**src/rtl/trailer_pkg.sv**
```systemverilog
/*
 * Shared constants and carriers for the message trailer framer:
 * field offsets, selector encodings, reset values, ASCII codes.
 * Assumes one clock domain and byte-wide streams on both links.
 */
package trailer_pkg;

	// Field offsets of the protocol control register
	localparam logic [2:0] OFS_SER_CNT   = 3'h0;
	localparam logic [2:0] OFS_SER_STAT  = 3'h1;
	localparam logic [2:0] OFS_SPI_CNT   = 3'h2;
	localparam logic [2:0] OFS_SPI_STAT  = 3'h3;
	localparam logic [2:0] OFS_SER_INTEG = 3'h4;
	localparam logic [2:0] OFS_SPI_INTEG = 3'h5;
	localparam logic [2:0] OFS_ERR_MODE  = 3'h6;

	// Counter trailer selector
	localparam logic [1:0] CNT_NONE      = 2'h0;
	localparam logic [1:0] CNT_IN_COUNT  = 2'h1;
	localparam logic [1:0] CNT_IN_TIME   = 2'h2;
	localparam logic [1:0] CNT_OUT_COUNT = 2'h3;

	// Integrity selector
	localparam logic [1:0] CK_NONE  = 2'h0;
	localparam logic [1:0] CK_SUM8  = 2'h1;
	localparam logic [1:0] CK_CRC16 = 2'h2;

	// Error action selector
	localparam logic [1:0] ERR_IGNORE   = 2'h0;
	localparam logic [1:0] ERR_SEND     = 2'h1;
	localparam logic [1:0] ERR_SEND_OFF = 2'h2;

	// Largest legal value written to each field
	localparam logic [7:0] MAX_CNT_SEL = 8'h03;
	localparam logic [7:0] MAX_ENABLE  = 8'h01;
	localparam logic [7:0] MAX_INTEG   = 8'h02;
	localparam logic [7:0] MAX_ERR     = 8'h02;

	// Reset values of the fields
	localparam logic [1:0] RST_SER_CNT   = 2'h2;
	localparam logic       RST_SER_STAT  = 1'b0;
	localparam logic [1:0] RST_SPI_CNT   = 2'h0;
	localparam logic       RST_SPI_STAT  = 1'b0;
	localparam logic [1:0] RST_SER_INTEG = 2'h1;
	localparam logic [1:0] RST_SPI_INTEG = 2'h0;
	localparam logic [1:0] RST_ERR_MODE  = 2'h1;

	localparam logic [15:0] CRC_POLY = 16'h0007;
	localparam logic [15:0] ACC_INIT = 16'h0000;

	// ASCII codes
	localparam logic [7:0] CH_DOLLAR = 8'h24;
	localparam logic [7:0] CH_COMMA  = 8'h2c;
	localparam logic [7:0] CH_STAR   = 8'h2a;
	localparam logic [7:0] CH_S      = 8'h53;
	localparam logic [7:0] CH_T      = 8'h54;
	localparam logic [7:0] CH_CR     = 8'h0d;
	localparam logic [7:0] CH_LF     = 8'h0a;
	localparam logic [7:0] CH_0      = 8'h30;
	localparam logic [7:0] CH_A_OFS  = 8'h37;

	// Error sentence head after the dollar sign, comma included
	localparam logic [47:0] ERR_HEAD = 48'h564e4552522c;

	// Last index of each serial field and each binary field
	localparam logic [3:0] SER_STAT_LAST = 4'h5;
	localparam logic [3:0] SER_CNT_LAST  = 4'h9;
	localparam logic [3:0] ERR_HEAD_LAST = 4'h5;
	localparam logic [3:0] ERR_CODE_LAST = 4'h1;
	localparam logic [3:0] SUM8_DIG_LAST = 4'h1;
	localparam logic [3:0] CRC_DIG_LAST  = 4'h3;
	localparam logic [1:0] SPI_CNT_LAST  = 2'h3;
	localparam logic [1:0] SPI_STAT_LAST = 2'h1;
	localparam logic [1:0] SPI_CRC_LAST  = 2'h1;
	localparam logic [1:0] SPI_SUM_LAST  = 2'h0;

	typedef struct packed {
		logic       valid;
		logic       last;
		logic [7:0] data;
	} byte_beat_t;

	typedef struct packed {
		logic [31:0] in_count;
		logic [31:0] in_time;
		logic [31:0] out_count;
		logic [15:0] status;
	} sync_values_t;

endpackage : trailer_pkg

```
**src/rtl/trailer_framer.sv**
```systemverilog
/*
 * Trailer framer: appends status, counter and integrity fields to
 * serial ASCII sentences and binary SPI packets, emits error sentences.
 * Assumes body streams and error events come from logic on core_clk_in.
 */
// Summary of operation
// Serial counter trailer chosen by two-bit selector
// Counter values taken live from sync status
// Counter field is last before checksum star
// Counter field starts with letter T
// Status field appended when serial flag set
// Status field goes before counter field
// Status is S plus four hex digits
// SPI counter appended using same selector codes
// SPI status word appended when flag set
// Serial integrity: none, sum8 or CRC16
// Sum8 is XOR of sentence characters
// CRC16 uses generator polynomial CRC_POLY
// Serial CRC printed as four hex digits
// SPI integrity appended after packet data
// SPI CRC computed like serial CRC
// Error sentence sent when action is one
// Every error event increments readable tally
// Action two also turns periodic output off
// Checksum covers characters between dollar and star
// Illegal selector writes keep previous value
`timescale 1ns/1ps
`default_nettype none

module trailer_framer #(
	parameter int TALLY_W = 16
) (
	input  wire logic                      core_clk_in,
	input  wire logic                      resetn_in,
	input  wire logic                      reg_wr_in,
	input  wire logic [2:0]                reg_addr_in,
	input  wire logic [7:0]                reg_wdata_in,
	output var  logic [7:0]                reg_rdata_out,
	input  wire trailer_pkg::sync_values_t sync_vals_in,
	input  wire trailer_pkg::byte_beat_t   ser_in,
	output var  logic                      ser_ready_out,
	output var  trailer_pkg::byte_beat_t   ser_tx_out,
	input  wire logic                      ser_tx_ready_in,
	input  wire trailer_pkg::byte_beat_t   spi_in,
	output var  logic                      spi_ready_out,
	output var  trailer_pkg::byte_beat_t   spi_tx_out,
	input  wire logic                      spi_tx_ready_in,
	input  wire logic                      err_event_in,
	input  wire logic [7:0]                err_code_in,
	output var  logic [TALLY_W-1:0]        error_event_tally_out,
	output var  logic                      async_output_type_off_out
);
	import trailer_pkg::*;

	typedef enum logic [3:0] {S_IDLE, S_BODY, S_STAT, S_CNT, S_STAR, S_CS,
		S_CR, S_LF, S_EHDR, S_ECODE} ser_state_t;
	typedef enum logic [1:0] {P_BODY, P_CNT, P_STAT, P_CS} spi_state_t;

	function automatic logic [15:0] crc_upd(input logic [15:0] c, input logic [7:0] b);
		logic [15:0] r;
		logic        fb;
		r = c;
		for (int i = 7; i >= 0; i--) begin
			fb = r[15] ^ b[i];
			r = {r[14:0], 1'b0};
			if (fb) r = r ^ CRC_POLY;
		end
		return r;
	endfunction : crc_upd

	function automatic logic [7:0] hex_ch(input logic [3:0] n);
		return (n < 4'ha) ? CH_0 + {4'h0, n} : CH_A_OFS + {4'h0, n};
	endfunction : hex_ch

	// Comma, prefix letter, then hex digits of w from the top
	function automatic logic [7:0] field_ch(input logic [3:0] i, input logic [7:0] pfx,
			input logic [31:0] w);
		logic [3:0]  k;
		logic [31:0] t;
		k = i - 4'h2;
		t = w << {k, 2'b00};
		if (i == 4'h0) return CH_COMMA;
		if (i == 4'h1) return pfx;
		return hex_ch(t[31:28]);
	endfunction : field_ch

	function automatic logic [7:0] byte_of(input logic [31:0] w, input logic [1:0] i);
		logic [31:0] t;
		t = w >> {i, 3'b000};
		return t[7:0];
	endfunction : byte_of

	function automatic logic [31:0] pick_cnt(input logic [1:0] s, input sync_values_t v);
		return (s == CNT_IN_COUNT) ? v.in_count :
			(s == CNT_IN_TIME) ? v.in_time : v.out_count;
	endfunction : pick_cnt

	// Configuration fields
	logic [1:0]         ser_cnt_r, spi_cnt_r, ser_integ_r, spi_integ_r, err_mode_r;
	logic               ser_stat_r, spi_stat_r;
	logic [7:0]         rdata_nxt;
	logic [TALLY_W-1:0] tally_r;
	logic               off_r, err_pend_r, err_start;
	logic [7:0]         err_code_r;

	wire wr_ser_cnt   = reg_wr_in && reg_addr_in == OFS_SER_CNT && reg_wdata_in <= MAX_CNT_SEL;
	wire wr_ser_stat  = reg_wr_in && reg_addr_in == OFS_SER_STAT && reg_wdata_in <= MAX_ENABLE;
	wire wr_spi_cnt   = reg_wr_in && reg_addr_in == OFS_SPI_CNT && reg_wdata_in <= MAX_CNT_SEL;
	wire wr_spi_stat  = reg_wr_in && reg_addr_in == OFS_SPI_STAT && reg_wdata_in <= MAX_ENABLE;
	wire wr_ser_integ = reg_wr_in && reg_addr_in == OFS_SER_INTEG && reg_wdata_in <= MAX_INTEG;
	wire wr_spi_integ = reg_wr_in && reg_addr_in == OFS_SPI_INTEG && reg_wdata_in <= MAX_INTEG;
	wire wr_err_mode  = reg_wr_in && reg_addr_in == OFS_ERR_MODE && reg_wdata_in <= MAX_ERR;

	always_comb begin
		unique case (reg_addr_in)
			OFS_SER_CNT:   rdata_nxt = {6'h00, ser_cnt_r};
			OFS_SER_STAT:  rdata_nxt = {7'h00, ser_stat_r};
			OFS_SPI_CNT:   rdata_nxt = {6'h00, spi_cnt_r};
			OFS_SPI_STAT:  rdata_nxt = {7'h00, spi_stat_r};
			OFS_SER_INTEG: rdata_nxt = {6'h00, ser_integ_r};
			OFS_SPI_INTEG: rdata_nxt = {6'h00, spi_integ_r};
			OFS_ERR_MODE:  rdata_nxt = {6'h00, err_mode_r};
			default:       rdata_nxt = 8'h00;
		endcase
	end

	// Out-of-range values leave the field untouched
	always_ff @(posedge core_clk_in or negedge resetn_in) begin
		if (!resetn_in) begin
			ser_cnt_r     <= RST_SER_CNT;
			ser_stat_r    <= RST_SER_STAT;
			spi_cnt_r     <= RST_SPI_CNT;
			spi_stat_r    <= RST_SPI_STAT;
			ser_integ_r   <= RST_SER_INTEG;
			spi_integ_r   <= RST_SPI_INTEG;
			err_mode_r    <= RST_ERR_MODE;
			reg_rdata_out <= 8'h00;
		end else begin
			if (wr_ser_cnt) ser_cnt_r <= reg_wdata_in[1:0];
			if (wr_ser_stat) ser_stat_r <= reg_wdata_in[0];
			if (wr_spi_cnt) spi_cnt_r <= reg_wdata_in[1:0];
			if (wr_spi_stat) spi_stat_r <= reg_wdata_in[0];
			if (wr_ser_integ) ser_integ_r <= reg_wdata_in[1:0];
			if (wr_spi_integ) spi_integ_r <= reg_wdata_in[1:0];
			if (wr_err_mode) err_mode_r <= reg_wdata_in[1:0];
			reg_rdata_out <= rdata_nxt;
		end
	end

	// Error handling; a new event wins over the clear at sentence start
	wire err_report = err_event_in && err_mode_r != ERR_IGNORE;

	always_ff @(posedge core_clk_in or negedge resetn_in) begin
		if (!resetn_in) begin
			tally_r    <= '0;
			off_r      <= 1'b0;
			err_pend_r <= 1'b0;
			err_code_r <= 8'h00;
		end else begin
			tally_r    <= tally_r + TALLY_W'(err_event_in);
			off_r      <= err_event_in && err_mode_r == ERR_SEND_OFF;
			err_pend_r <= err_report || (err_pend_r && !err_start);
			if (err_report) err_code_r <= err_code_in;
		end
	end

	assign error_event_tally_out     = tally_r;
	assign async_output_type_off_out = off_r;

	// Serial sentence engine
	ser_state_t  s_state_r, s_state_nxt;
	logic [3:0]  s_idx_r, s_idx_nxt;
	logic [15:0] s_acc_r, s_acc_nxt;
	byte_beat_t  s_tx_r, s_tx_nxt;
	logic        s_rdy_r, s_emit, s_sum, s_last;
	logic [7:0]  s_ch;

	wire         s_slot       = !s_tx_r.valid || ser_tx_ready_in;
	wire         s_take       = ser_in.valid && s_rdy_r;
	wire [31:0]  s_cnt_word   = pick_cnt(ser_cnt_r, sync_vals_in);
	wire [31:0]  s_stat_word  = {sync_vals_in.status, 16'h0000};
	wire         s_sum8       = ser_integ_r == CK_SUM8;
	wire [15:0]  s_cs_word    = s_sum8 ? {s_acc_r[7:0], 8'h00} : s_acc_r;
	wire [15:0]  s_cs_shift   = s_cs_word << {s_idx_r[1:0], 2'b00};
	wire [3:0]   s_cs_last    = s_sum8 ? SUM8_DIG_LAST : CRC_DIG_LAST;
	wire [47:0]  s_head_shift = ERR_HEAD << {s_idx_r, 3'b000};
	ser_state_t  s_after_stat, s_after_body;
	assign s_after_stat = (ser_cnt_r != CNT_NONE) ? S_CNT : S_STAR;
	assign s_after_body = ser_stat_r ? S_STAT : s_after_stat;
	wire         s_rdy_nxt    = s_state_nxt == S_BODY && !s_tx_nxt.valid;

	always_comb begin
		s_state_nxt = s_state_r;
		s_idx_nxt   = s_idx_r;
		s_acc_nxt   = s_acc_r;
		s_tx_nxt    = s_tx_r;
		if (ser_tx_ready_in) s_tx_nxt.valid = 1'b0;
		s_emit      = 1'b0;
		s_sum       = 1'b0;
		s_last      = 1'b0;
		s_ch        = 8'h00;
		err_start   = 1'b0;
		unique case (s_state_r)
			S_IDLE: begin
				if (err_pend_r && s_slot) begin
					s_emit      = 1'b1;
					s_ch        = CH_DOLLAR;
					s_acc_nxt   = ACC_INIT;
					s_idx_nxt   = 4'h0;
					s_state_nxt = S_EHDR;
					err_start   = 1'b1;
				end else if (ser_in.valid) begin
					s_acc_nxt   = ACC_INIT;
					s_state_nxt = S_BODY;
				end
			end
			S_BODY: if (s_take) begin
				s_emit = 1'b1;
				s_ch   = ser_in.data;
				s_sum  = ser_in.data != CH_DOLLAR;
				if (ser_in.last) begin
					s_idx_nxt   = 4'h0;
					s_state_nxt = s_after_body;
				end
			end
			S_STAT: if (s_slot) begin
				s_emit = 1'b1;
				s_sum  = 1'b1;
				s_ch   = field_ch(s_idx_r, CH_S, s_stat_word);
				s_idx_nxt = s_idx_r + 4'h1;
				if (s_idx_r == SER_STAT_LAST) begin
					s_idx_nxt   = 4'h0;
					s_state_nxt = s_after_stat;
				end
			end
			S_CNT: if (s_slot) begin
				s_emit = 1'b1;
				s_sum  = 1'b1;
				s_ch   = field_ch(s_idx_r, CH_T, s_cnt_word);
				s_idx_nxt = s_idx_r + 4'h1;
				if (s_idx_r == SER_CNT_LAST) begin
					s_idx_nxt   = 4'h0;
					s_state_nxt = S_STAR;
				end
			end
			S_EHDR: if (s_slot) begin
				s_emit = 1'b1;
				s_sum  = 1'b1;
				s_ch   = s_head_shift[47:40];
				s_idx_nxt = s_idx_r + 4'h1;
				if (s_idx_r == ERR_HEAD_LAST) begin
					s_idx_nxt   = 4'h0;
					s_state_nxt = S_ECODE;
				end
			end
			S_ECODE: if (s_slot) begin
				s_emit = 1'b1;
				s_sum  = 1'b1;
				s_ch   = hex_ch(s_idx_r[0] ? err_code_r[3:0] : err_code_r[7:4]);
				s_idx_nxt = s_idx_r + 4'h1;
				if (s_idx_r == ERR_CODE_LAST) begin
					s_idx_nxt   = 4'h0;
					s_state_nxt = S_STAR;
				end
			end
			S_STAR: if (s_slot) begin
				if (ser_integ_r == CK_NONE) s_state_nxt = S_CR;
				else begin
					s_emit      = 1'b1;
					s_ch        = CH_STAR;
					s_idx_nxt   = 4'h0;
					s_state_nxt = S_CS;
				end
			end
			S_CS: if (s_slot) begin
				s_emit = 1'b1;
				s_ch   = hex_ch(s_cs_shift[15:12]);
				s_idx_nxt = s_idx_r + 4'h1;
				if (s_idx_r == s_cs_last) s_state_nxt = S_CR;
			end
			S_CR: if (s_slot) begin
				s_emit      = 1'b1;
				s_ch        = CH_CR;
				s_state_nxt = S_LF;
			end
			S_LF: if (s_slot) begin
				s_emit      = 1'b1;
				s_last      = 1'b1;
				s_ch        = CH_LF;
				s_state_nxt = S_IDLE;
			end
		endcase
		if (s_emit) begin
			s_tx_nxt = '{valid: 1'b1, last: s_last, data: s_ch};
			if (s_sum) s_acc_nxt = (ser_integ_r == CK_CRC16) ? crc_upd(s_acc_r, s_ch)
				: {8'h00, s_acc_r[7:0] ^ s_ch};
		end
	end

	always_ff @(posedge core_clk_in or negedge resetn_in) begin
		if (!resetn_in) begin
			s_state_r <= S_IDLE;
			s_idx_r   <= 4'h0;
			s_acc_r   <= ACC_INIT;
			s_tx_r    <= '0;
			s_rdy_r   <= 1'b0;
		end else begin
			s_state_r <= s_state_nxt;
			s_idx_r   <= s_idx_nxt;
			s_acc_r   <= s_acc_nxt;
			s_tx_r    <= s_tx_nxt;
			s_rdy_r   <= s_rdy_nxt;
		end
	end

	assign ser_tx_out    = s_tx_r;
	assign ser_ready_out = s_rdy_r;

	// Binary SPI packet engine
	spi_state_t  p_state_r, p_state_nxt;
	logic [1:0]  p_idx_r, p_idx_nxt;
	logic [15:0] p_acc_r, p_acc_nxt;
	byte_beat_t  p_tx_r, p_tx_nxt;
	logic        p_rdy_r, p_emit, p_sum, p_last;
	logic [7:0]  p_ch;

	wire         p_slot     = !p_tx_r.valid || spi_tx_ready_in;
	wire         p_take     = spi_in.valid && p_rdy_r;
	wire [31:0]  p_cnt_word = pick_cnt(spi_cnt_r, sync_vals_in);
	wire         p_sum8     = spi_integ_r == CK_SUM8;
	wire [15:0]  p_cs_word  = p_sum8 ? {p_acc_r[7:0], 8'h00} : p_acc_r;
	wire [15:0]  p_cs_shift = p_cs_word << {p_idx_r[0], 3'b000};
	wire [1:0]   p_cs_last  = p_sum8 ? SPI_SUM_LAST : SPI_CRC_LAST;
	spi_state_t  p_after_stat, p_after_cnt, p_after_body;
	assign p_after_stat = (spi_integ_r != CK_NONE) ? P_CS : P_BODY;
	assign p_after_cnt  = spi_stat_r ? P_STAT : p_after_stat;
	assign p_after_body = (spi_cnt_r != CNT_NONE) ? P_CNT : p_after_cnt;
	wire         p_rdy_nxt  = p_state_nxt == P_BODY && !p_tx_nxt.valid;

	always_comb begin
		p_state_nxt = p_state_r;
		p_idx_nxt   = p_idx_r;
		p_acc_nxt   = p_acc_r;
		p_tx_nxt    = p_tx_r;
		if (spi_tx_ready_in) p_tx_nxt.valid = 1'b0;
		p_emit      = 1'b0;
		p_sum       = 1'b0;
		p_last      = 1'b0;
		p_ch        = 8'h00;
		unique case (p_state_r)
			P_BODY: if (p_take) begin
				p_emit = 1'b1;
				p_sum  = 1'b1;
				p_ch   = spi_in.data;
				if (spi_in.last) begin
					p_idx_nxt   = 2'h0;
					p_state_nxt = p_after_body;
					p_last      = p_after_body == P_BODY;
				end
			end
			P_CNT: if (p_slot) begin
				p_emit    = 1'b1;
				p_sum     = 1'b1;
				p_ch      = byte_of(p_cnt_word, p_idx_r);
				p_idx_nxt = p_idx_r + 2'h1;
				if (p_idx_r == SPI_CNT_LAST) begin
					p_idx_nxt   = 2'h0;
					p_state_nxt = p_after_cnt;
					p_last      = p_after_cnt == P_BODY;
				end
			end
			P_STAT: if (p_slot) begin
				p_emit    = 1'b1;
				p_sum     = 1'b1;
				p_ch      = byte_of({16'h0000, sync_vals_in.status}, p_idx_r);
				p_idx_nxt = p_idx_r + 2'h1;
				if (p_idx_r == SPI_STAT_LAST) begin
					p_idx_nxt   = 2'h0;
					p_state_nxt = p_after_stat;
					p_last      = p_after_stat == P_BODY;
				end
			end
			P_CS: if (p_slot) begin
				p_emit    = 1'b1;
				p_ch      = p_cs_shift[15:8];
				p_idx_nxt = p_idx_r + 2'h1;
				if (p_idx_r == p_cs_last) begin
					p_idx_nxt   = 2'h0;
					p_state_nxt = P_BODY;
					p_last      = 1'b1;
				end
			end
		endcase
		if (p_emit) begin
			p_tx_nxt = '{valid: 1'b1, last: p_last, data: p_ch};
			if (p_sum) p_acc_nxt = (spi_integ_r == CK_CRC16) ? crc_upd(p_acc_r, p_ch)
				: {8'h00, p_acc_r[7:0] ^ p_ch};
			if (p_last) p_acc_nxt = ACC_INIT;
		end
	end

	always_ff @(posedge core_clk_in or negedge resetn_in) begin
		if (!resetn_in) begin
			p_state_r <= P_BODY;
			p_idx_r   <= 2'h0;
			p_acc_r   <= ACC_INIT;
			p_tx_r    <= '0;
			p_rdy_r   <= 1'b0;
		end else begin
			p_state_r <= p_state_nxt;
			p_idx_r   <= p_idx_nxt;
			p_acc_r   <= p_acc_nxt;
			p_tx_r    <= p_tx_nxt;
			p_rdy_r   <= p_rdy_nxt;
		end
	end

	assign spi_tx_out    = p_tx_r;
	assign spi_ready_out = p_rdy_r;
endmodule : trailer_framer

`default_nettype wire

```
**config.mk**
```make
export PLATFORM = sky130hd
export DESIGN_NAME = trailer_framer
export DESIGN_NICKNAME = d
export VERILOG_FILES = /design/src/rtl/trailer_pkg.sv /design/src/rtl/trailer_framer.sv
export SDC_FILE = /design/constraint.sdc
export NUM_CORES = 1
export LEC_CHECK = 0
export ABC_CLOCK_PERIOD_IN_PS = 6070
export BUFFER_PORTS_ARGS = -buffer_cell sky130_fd_sc_hd__buf_2
export CORE_UTILIZATION = 57
export CTS_BUF_LIST = sky130_fd_sc_hd__clkbuf_4 sky130_fd_sc_hd__clkbuf_8
export DETAILED_ROUTE_END_ITERATION = 6
export GPL_TIMING_DRIVEN = 0
export PLACE_DENSITY_LB_ADDON = 0.2
export SYNTH_ARGS = -nofsm -noshare
export SYNTH_HDL_FRONTEND = slang
export SYNTH_SLANG_ARGS = --single-unit
```
**constraint.sdc**
```tcl
create_clock -name core_clk_in -period 6.07 [get_ports core_clk_in]
set_input_delay 0.3035 -clock core_clk_in [delete_from_list [all_inputs] [get_ports core_clk_in]]
set_output_delay 0.3035 -clock core_clk_in [all_outputs]
set_load 0.005 [all_outputs]
```
==> run_results.csv, run 1 <==
group,metric,value,unit
grt,grt_max_degree,69,
synthesis,synth_area_per_cell,8.89,um2
floorplanning,die_x,131,um
cts,clk_latency,0.41,ns
setup_path,reg2reg_to,"s_acc_r[2]",
route,num_vias,9854,
placed_design,hpwl,25900,um
sta,setup_ws,1.12,ns
final_layout,area_growth,16.1,%
sta,skew,0.0147,ns
synthesis,syn_inst,1063,
final_layout,drive_gt1_frac,0.254,
worst_hold_path,hp-class,"input pin to async pin",
grt,overflow,0,
setup_path,rr_startpoint,"s_idx_r[0]",
sta,slew_violations,0,
grt,met2_usage,0.599,
sta,fmax,0.202,GHz
grt,antenna_found_initial,2,
job,maxCapViolations,0,
route,drt_iter0_drc,1095,
grt,use_met1,0.538,
pwr,leakagePower,4.98,nW
setup_path,r2r_cells,16,
cts,htreeDepth,3,
grt,grt_pass1_wl,50500,um
route,drc_errors,0,
run_status,outcome,"complete, but fails checks",
setup_path,startpoint_type,"flip-flop",
route,dr.pass1.iters,5,
sta,hold_viol,10,
setup_path,crit_arrival,5.28,ns
sta,setup_viol,0,
cts,root_buffer,"clkbuf_8",
synthesis,synth_edf_count,0,
route,avgRoutedWirePerCell,22.4,um
route,drt_wl_total,33600,um
cts,post_cts_buffers,0,
synthesis,synth_cell_type_count,92,
sta,rsz0062_at_grt,"no",
cts,clock_sinks,106,
setup_path,crit_fanout,10,
sta,setup_tns,0,ns
floorplanning,initial_core_util,0.588,
pwr,power_density,424,mW/mm2
run_status,violations,"hold timing",
final_layout,nNetsFinal,1453,
setup_path,ff2ff_setup_slack,1.12,ns
synthesis,ys_seq_elements,106,
cts,ctsHoldBuffers,0,
floorplanning,die_h,131,um
floorplanning,io_pins,204,
floorplanning,num_rows,46,
route,antenna_left,0,
synthesis,yosysSeqAreaShare,0.281,
floorplanning,core,0.0161,mm2
setup_path,crit_path_end_kind,"flip-flop",
floorplanning,die-area,0.0171,mm2
sta,fin_crit,4.95,ns
pwr,vdd_drop_max,0.000338,V
grt,top_usage_layer,"met2",
placed_design,dp_slack,1.28,ns
cts,clkTransAtPathRegs,0.13,ns
placed_design,portBuffers,197,
grt,grtUsageTotal,0.397,
synthesis,ys.flop_type,"dfrtp_1",
cts,clockBufferDepth,2,
grt,use_met3,0.0827,
setup_path,cp.required,6.39,ns
sta,period_share,0.816,
setup_path,crit_path_start,"s_idx_r[0]",
synthesis,yosys_warnings,0,
route,vias_per_cell,6.57,
sta,relSlewSlack,0.332,
cts,cts_buffers,9,
grt,grt_pass1_vias,9033,
placed_design,gp_congestion,1.05,
sta,tightest_slew,0.995,ns
setup_path,crit_type,"flip-flop to flip-flop",
cts,cts_resized,0,
sta,hold_ws,-0.0237,ns
cts,cts_tree,"built",
synthesis,syn_area,0.00945,mm2
synthesis,synthArstFlopShare,1.00,
[cells in the mapped netlist, drive strengths merged, types with 11 or more instances]
library cell    n  area share
nor2          126       0.050
dfrtp         103        0.27
nand2         101       0.040
o21ai          75       0.040
mux2i          63       0.067
a21oi          61       0.032
mux4           37       0.089
buf            35       0.026
xnor2          34       0.032
clkbuf         30       0.012
xor2           28       0.028
nand2b         25       0.017
inv            24      0.0095
nand3          24       0.013
nor3           23       0.012
ha             19       0.025
mux2           17       0.020
o22ai          17       0.013
o221ai         16       0.015
a31oi          14      0.0093
a211oi         13       0.011
nor2b          13      0.0094
a22o           12       0.011
a221oi         11       0.012
[stage by stage]
stage | utilization | cells | instance area (um2) | total power, mW
after floorplan | - | 1068 | 9470 | 3.21
after global placement | 0.668 | 1481 | 10700 | 4.04
after detailed placement | 0.669 | 1482 | 10700 | 4.09
after CTS | 0.683 | 1498 | 11000 | 4.58
after global routing | 0.683 | 1499 | 11000 | 4.94
final | 0.683 | 1500 | 11000 | 4.66
[worst max-delay path by stage]
stage | end | slack (ns)
detailed placement | s_acc_r[2] | 1.28
global placement | s_acc_r[2] | 1.27
global route | s_acc_r[2] | 1.0
floorplan | s_acc_r[2] | 2.19
CTS | s_acc_r[2] | 1.24
finish | s_acc_r[2] | 1.12
[where the power goes]
part / switching (mW) / internal [mW] / leakage, nW / total [mW]
sequential: 0.205 / 0.895 / 1.37 / 1.10
clock: 0.304 / 0.169 / 0.106 / 0.473
combinational: 1.86 / 1.22 / 3.50 / 3.08
total: 2.37 / 2.29 / 4.98 / 4.66
[kinds of logic after synthesis]
group | count (synthesis) | share of synthesized area
xor+xnor | 64 | 0.0646
flops | 106 | 0.281
buf+inv | 91 | 0.0483
simple gates | 372 | 0.189
fa+ha+maj | 19 | 0.0252
mux | 117 | 0.176
other cells | 1 | 0.000397
compound gates | 293 | 0.216
[registers in the layout, summed over array words and instances (netlist names), 4 cells and up]
name,flops
err_code_r,8
error_event_tally_out,16
p_acc_r,16
s_acc_r,16
s_idx_r,4
s_state_r,4
ser_tx_out,10
spi_tx_out,10
[final cells by class]
class / count / area [um2]
multi-input cells: 871 / 6350
fillers: 1384 / 5090
flip-flops and latches: 106 / 2660
repair buffers: 198 / 1010
plain buffers: 65 / 359
well taps: 216 / 270
clock buffers: 9 / 124
inverters: 26 / 97.6
clock inverters: 7 / 91.3
diodes: 2 / 5.00
[critical path, cell delays in order (launching register included)]
cell	delay (ns)
dfrtp_1	0.60
buf_4	0.30
buf_6	0.20
buf_2	0.34
buf_2	0.36
mux2i_1	0.34
nor3_1	0.08
a21oi_1	0.24
ha_1	0.22
inv_1	0.05
or4b_1	0.52
o21a_1	0.14
o221a_1	0.24
o211ai_2	0.33
xor2_2	0.28
xnor3_1	0.45
o221ai_2	0.16
[metal layers]
| layer | vias up | share of wire |
|---|---|---|
| li1 | 4402 | - |
| met4 | 0 | 0.046 |
| met2 | 656 | 0.44 |
| met5 | - | 0 |
| met1 | 4693 | 0.41 |
| met3 | 103 | 0.10 |
[placed cells by master, fill, tap and decap left out, types with 5 or more instances in the layout]
| cell type | instances |
|---|---|
| nand3_1 | 24 |
| mux2i_1 | 63 |
| o22ai_1 | 16 |
| a32o_1 | 6 |
| a31oi_1 | 14 |
| and2_1 | 7 |
| nor2b_1 | 12 |
| nand2b_1 | 24 |
| and3_1 | 7 |
| and3b_1 | 5 |
| nand4_1 | 10 |
| mux2_2 | 15 |
| nand2_1 | 101 |
| mux4_2 | 36 |
| nor4_1 | 7 |
| a22o_1 | 12 |
| dfrtp_1 | 103 |
| a211oi_1 | 12 |
| clkbuf_1 | 30 |
| xnor2_1 | 34 |
| o221ai_1 | 15 |
| inv_1 | 21 |
| conb_1 | 6 |
| a21o_1 | 9 |
| buf_6 | 6 |
| buf_2 | 210 |
| o31ai_1 | 5 |
| o21ai_1 | 6 |
| o21ai_0 | 69 |
| a221oi_1 | 10 |
| ha_1 | 19 |
| a21oi_1 | 61 |
| nor3_1 | 23 |
| xor2_1 | 25 |
| nor2_1 | 126 |
| o211ai_1 | 6 |
| buf_4 | 12 |
| clkbuf_8 | 9 |
No activity file was read; power rests on OpenSTA's default activity.
==> run 2, diff against run 1 <==
ABC_AREA = 1   (was unset)
ABC_CLOCK_PERIOD_IN_PS = 4800   (was 6070)
clock period = 4.8 ns   (was 6.07 ns; I/O delays follow)
==> run 2 against run 1 <==
Effect of this change: the run now ends clean; final cell count up 33%; sequential share of layout area down 0.62 points; design area up 2.6%; synthesized cell count up 47%; synthesized area up 2.9%.
==> run_results.csv, run 2 <==
group,metric,value,unit
route,dr.pass1.iters,7,
floorplanning,num_rows,47,
synthesis,yosys_warnings,0,
sta,setup_tns,0,ns
final_layout,num_antenna_cells,0,
sta,period_share,0.748,
setup_path,cp.required,5.13,ns
cts,cts_resized,0,
synthesis,synth_top_area_cell,"dfrtp_1",
sta,setup_viol,0,
cts,cts_tree,"built",
floorplanning,io_pins,204,
setup_path,critPathSlowestCell,"dfrtp_1",
setup_path,reg2reg_to,"s_acc_r[4]",
route,antenna_left,0,
grt,grt_pass1_wl,54900,um
synthesis,synth.most_common_cell,"nand2_1",
setup_path,crit_arrival,3.92,ns
final_layout,final_common_cell,"nand2_1",
floorplanning,die_x,133,um
final_layout,drive_gt1_frac,0.178,
sta,hold_viol,0,
cts,root_buffer,"clkbuf_8",
grt,grt_pass1_vias,11000,
grt,top_usage_layer,"met2",
setup_path,cp_common_cell,"nand2_1",
worst_hold_path,min_path_cells,3,
setup_path,path_buf_inv,5,
grt,grt_max_degree,57,
cts,clockBufferDepth,2,
route,drt_wl_total,34200,um
sta,tightest_slew,0.783,ns
sta,fin_crit,3.59,ns
setup_path,ff2ff_setup_slack,1.21,ns
synthesis,ys_seq_elements,106,
sta,slew_violations,0,
worst_hold_path,min_from,"err_code_in[7]",
synthesis,synth_edf_count,0,
setup_path,startpoint_type,"flip-flop",
grt,antenna_found_initial,0,
setup_path,r2r_cells,21,
pwr,power_density,489,mW/mm2
synthesis,syn_inst,1561,
route,num_vias,11700,
cts,clkTransAtPathRegs,0.12,ns
grt,overflow,0,
grt,use_met3,0.0544,
synthesis,synth_top_area_frac,0.265,
setup_path,crit_type,"flip-flop to flip-flop",
sta,fmax,0.278,GHz
cts,htreeDepth,3,
cts,cts_buffers,9,
synthesis,synth_area_per_cell,6.23,um2
placed_design,portBuffers,197,
route,drc_errors,0,
cts,ctsHoldBuffers,1,
synthesis,synthTopCellsByArea,"dfrtp_1 (27%), nand2_1 (17%), inv_1 (8.6%)",
final_layout,nNetsFinal,1952,
synthesis,ys.flop_type,"dfrtp_1",
final_layout,area_growth,15.8,%
cts,post_cts_buffers,0,
setup_path,crit_path_end_kind,"flip-flop",
setup_path,critical_path.cell_chain,"buf_6, inv_2, buf_2, ha_1, xor2_2, nor2_2, inv_1, a21oi_2, nand2_2, nand2_1, a21oi_1, o21ai_1, nand2_1, inv_2, nand2_2, nand2_1, nand2_1, nand3_1, nand3_1, nand3_1, a21oi_1",
synthesis,yosysSeqAreaShare,0.273,
cts,clk_latency,0.40,ns
route,avgRoutedWirePerCell,17.1,um
grt,use_met1,0.504,
setup_path,crit_family,"simple AND/OR/NAND/NOR gates",
setup_path,rr_startpoint,"s_idx_r[1]",
route,vias_per_cell,5.84,
final_layout,layout_common_cells,"nand2_1 (431), buf_2 (224), inv_1 (222)",
floorplanning,core,0.0166,mm2
job,maxCapViolations,0,
cts,clock_sinks,106,
grt,met2_usage,0.644,
placed_design,hpwl,26700,um
floorplanning,die-area,0.0176,mm2
sta,relSlewSlack,0.476,
setup_path,slowest_delay,0.45,ns
pwr,vdd_drop_max,0.000382,V
synthesis,synthArstFlopShare,1.00,
synthesis,synth_cell_type_count,55,
worst_hold_path,holdPathEnd,"err_code_r[7]",
worst_hold_path,hp-class,"input pin to flip-flop",
placed_design,gp_congestion,0.975,
pwr,leakagePower,6.02,nW
sta,rsz0062_at_grt,"no",
grt,grtUsageTotal,0.393,
floorplanning,die_h,133,um
setup_path,crit_fanout,12,
synthesis,syn_area,0.00972,mm2
route,drt_iter0_drc,1161,
sta,skew,0.0239,ns
pwr,power,5.50,mW
synthesis,synth_top_cells_by_count,"nand2_1 (431), inv_1 (222), nand3_1 (146)",
floorplanning,initial_core_util,0.584,
run_status,outcome,"complete, no violations",
## run 2: cell types whose count changed after synthesis, moves of 36 or more
cell     change
mux2i_1     -61
nand2_1    +330
nand3_1    +122
o21ai_0     +49
mux4_2      -36
inv_1      +201
a21oi_1     +39
## run 2: through the flow
stage | cell area [um2] | std cells | worst slack [ns] | hold slack [ns] | util
4_1_cts | 11300 | 2001 | 1.30 | 0.0344 | 0.676
6_report | 11300 | 2001 | 1.21 | 0.0415 | 0.676
3_5_place_dp | 11000 | 1984 | 1.34 | 0.359 | 0.663
2_1_floorplan | 9740 | 1566 | 1.96 | -0.0556 | -
5_1_grt | 11300 | 2001 | 0.968 | 0.0481 | 0.676
3_3_place_gp | 11000 | 1983 | 1.40 | 0.440 | 0.661
## run 2: power by group
part           internal [mW]  switching [mW]
logic                   1.15            2.44
registers               1.13           0.188
clock network          0.215           0.384
total                   2.49            3.01
## run 2: cell type report
| cell class | count | area, um2 |
|---|---|---|
| Inverter | 234 | 878 |
| Fill cell | 1575 | 5390 |
| Sequential cell | 106 | 2660 |
| Multi-Input combinational cell | 1167 | 5860 |
| Clock inverter | 7 | 88.8 |
| Tap cell | 220 | 275 |
| Buffer | 59 | 347 |
| Timing Repair Buffer | 199 | 1030 |
| Clock buffer | 9 | 124 |
## run 2: metal layers
layer	routed length, um	share of wire	vias to the layer above
met3	3110	0.091	125
met2	15600	0.46	688
li1	-	-	5556
met5	0	0	-
met1	13800	0.40	5312
met4	1670	0.049	0
## run 2: logic make-up after synthesis
logic type | count (synthesis) | share of synthesized area
other | 1 | 0.000386
adders and majority gates | 19 | 0.0245
xor gates and xnor gates | 33 | 0.0313
muxes | 2 | 0.00206
and+or+nand+nor | 769 | 0.339
DFF | 106 | 0.273
AOI/OAI and AO/OA | 338 | 0.203
buffers and inverters | 293 | 0.126
## run 2: worst reg2reg max path, stage by stage, from the launching register on
cell	delay [ns]
dfrtp_1	0.45
buf_6	0.18
inv_2	0.11
buf_2	0.31
ha_1	0.26
xor2_2	0.33
nor2_2	0.12
inv_1	0.19
a21oi_2	0.11
nand2_2	0.14
nand2_1	0.06
a21oi_1	0.24
o21ai_1	0.12
nand2_1	0.11
inv_2	0.06
nand2_2	0.09
nand2_1	0.06
nand2_1	0.13
nand3_1	0.14
nand3_1	0.11
nand3_1	0.09
a21oi_1	0.14
## run 2: worst max path at each step
stage               depth (start not counted)         end        from
global route                               21  s_acc_r[4]  s_idx_r[1]
detailed placement                         21  s_acc_r[4]  s_idx_r[1]
CTS                                        21  s_acc_r[4]  s_idx_r[1]
floorplan                                  19  s_acc_r[8]  s_idx_r[1]
global placement                           21  s_acc_r[4]  s_idx_r[1]
finish                                     21  s_acc_r[4]  s_idx_r[1]
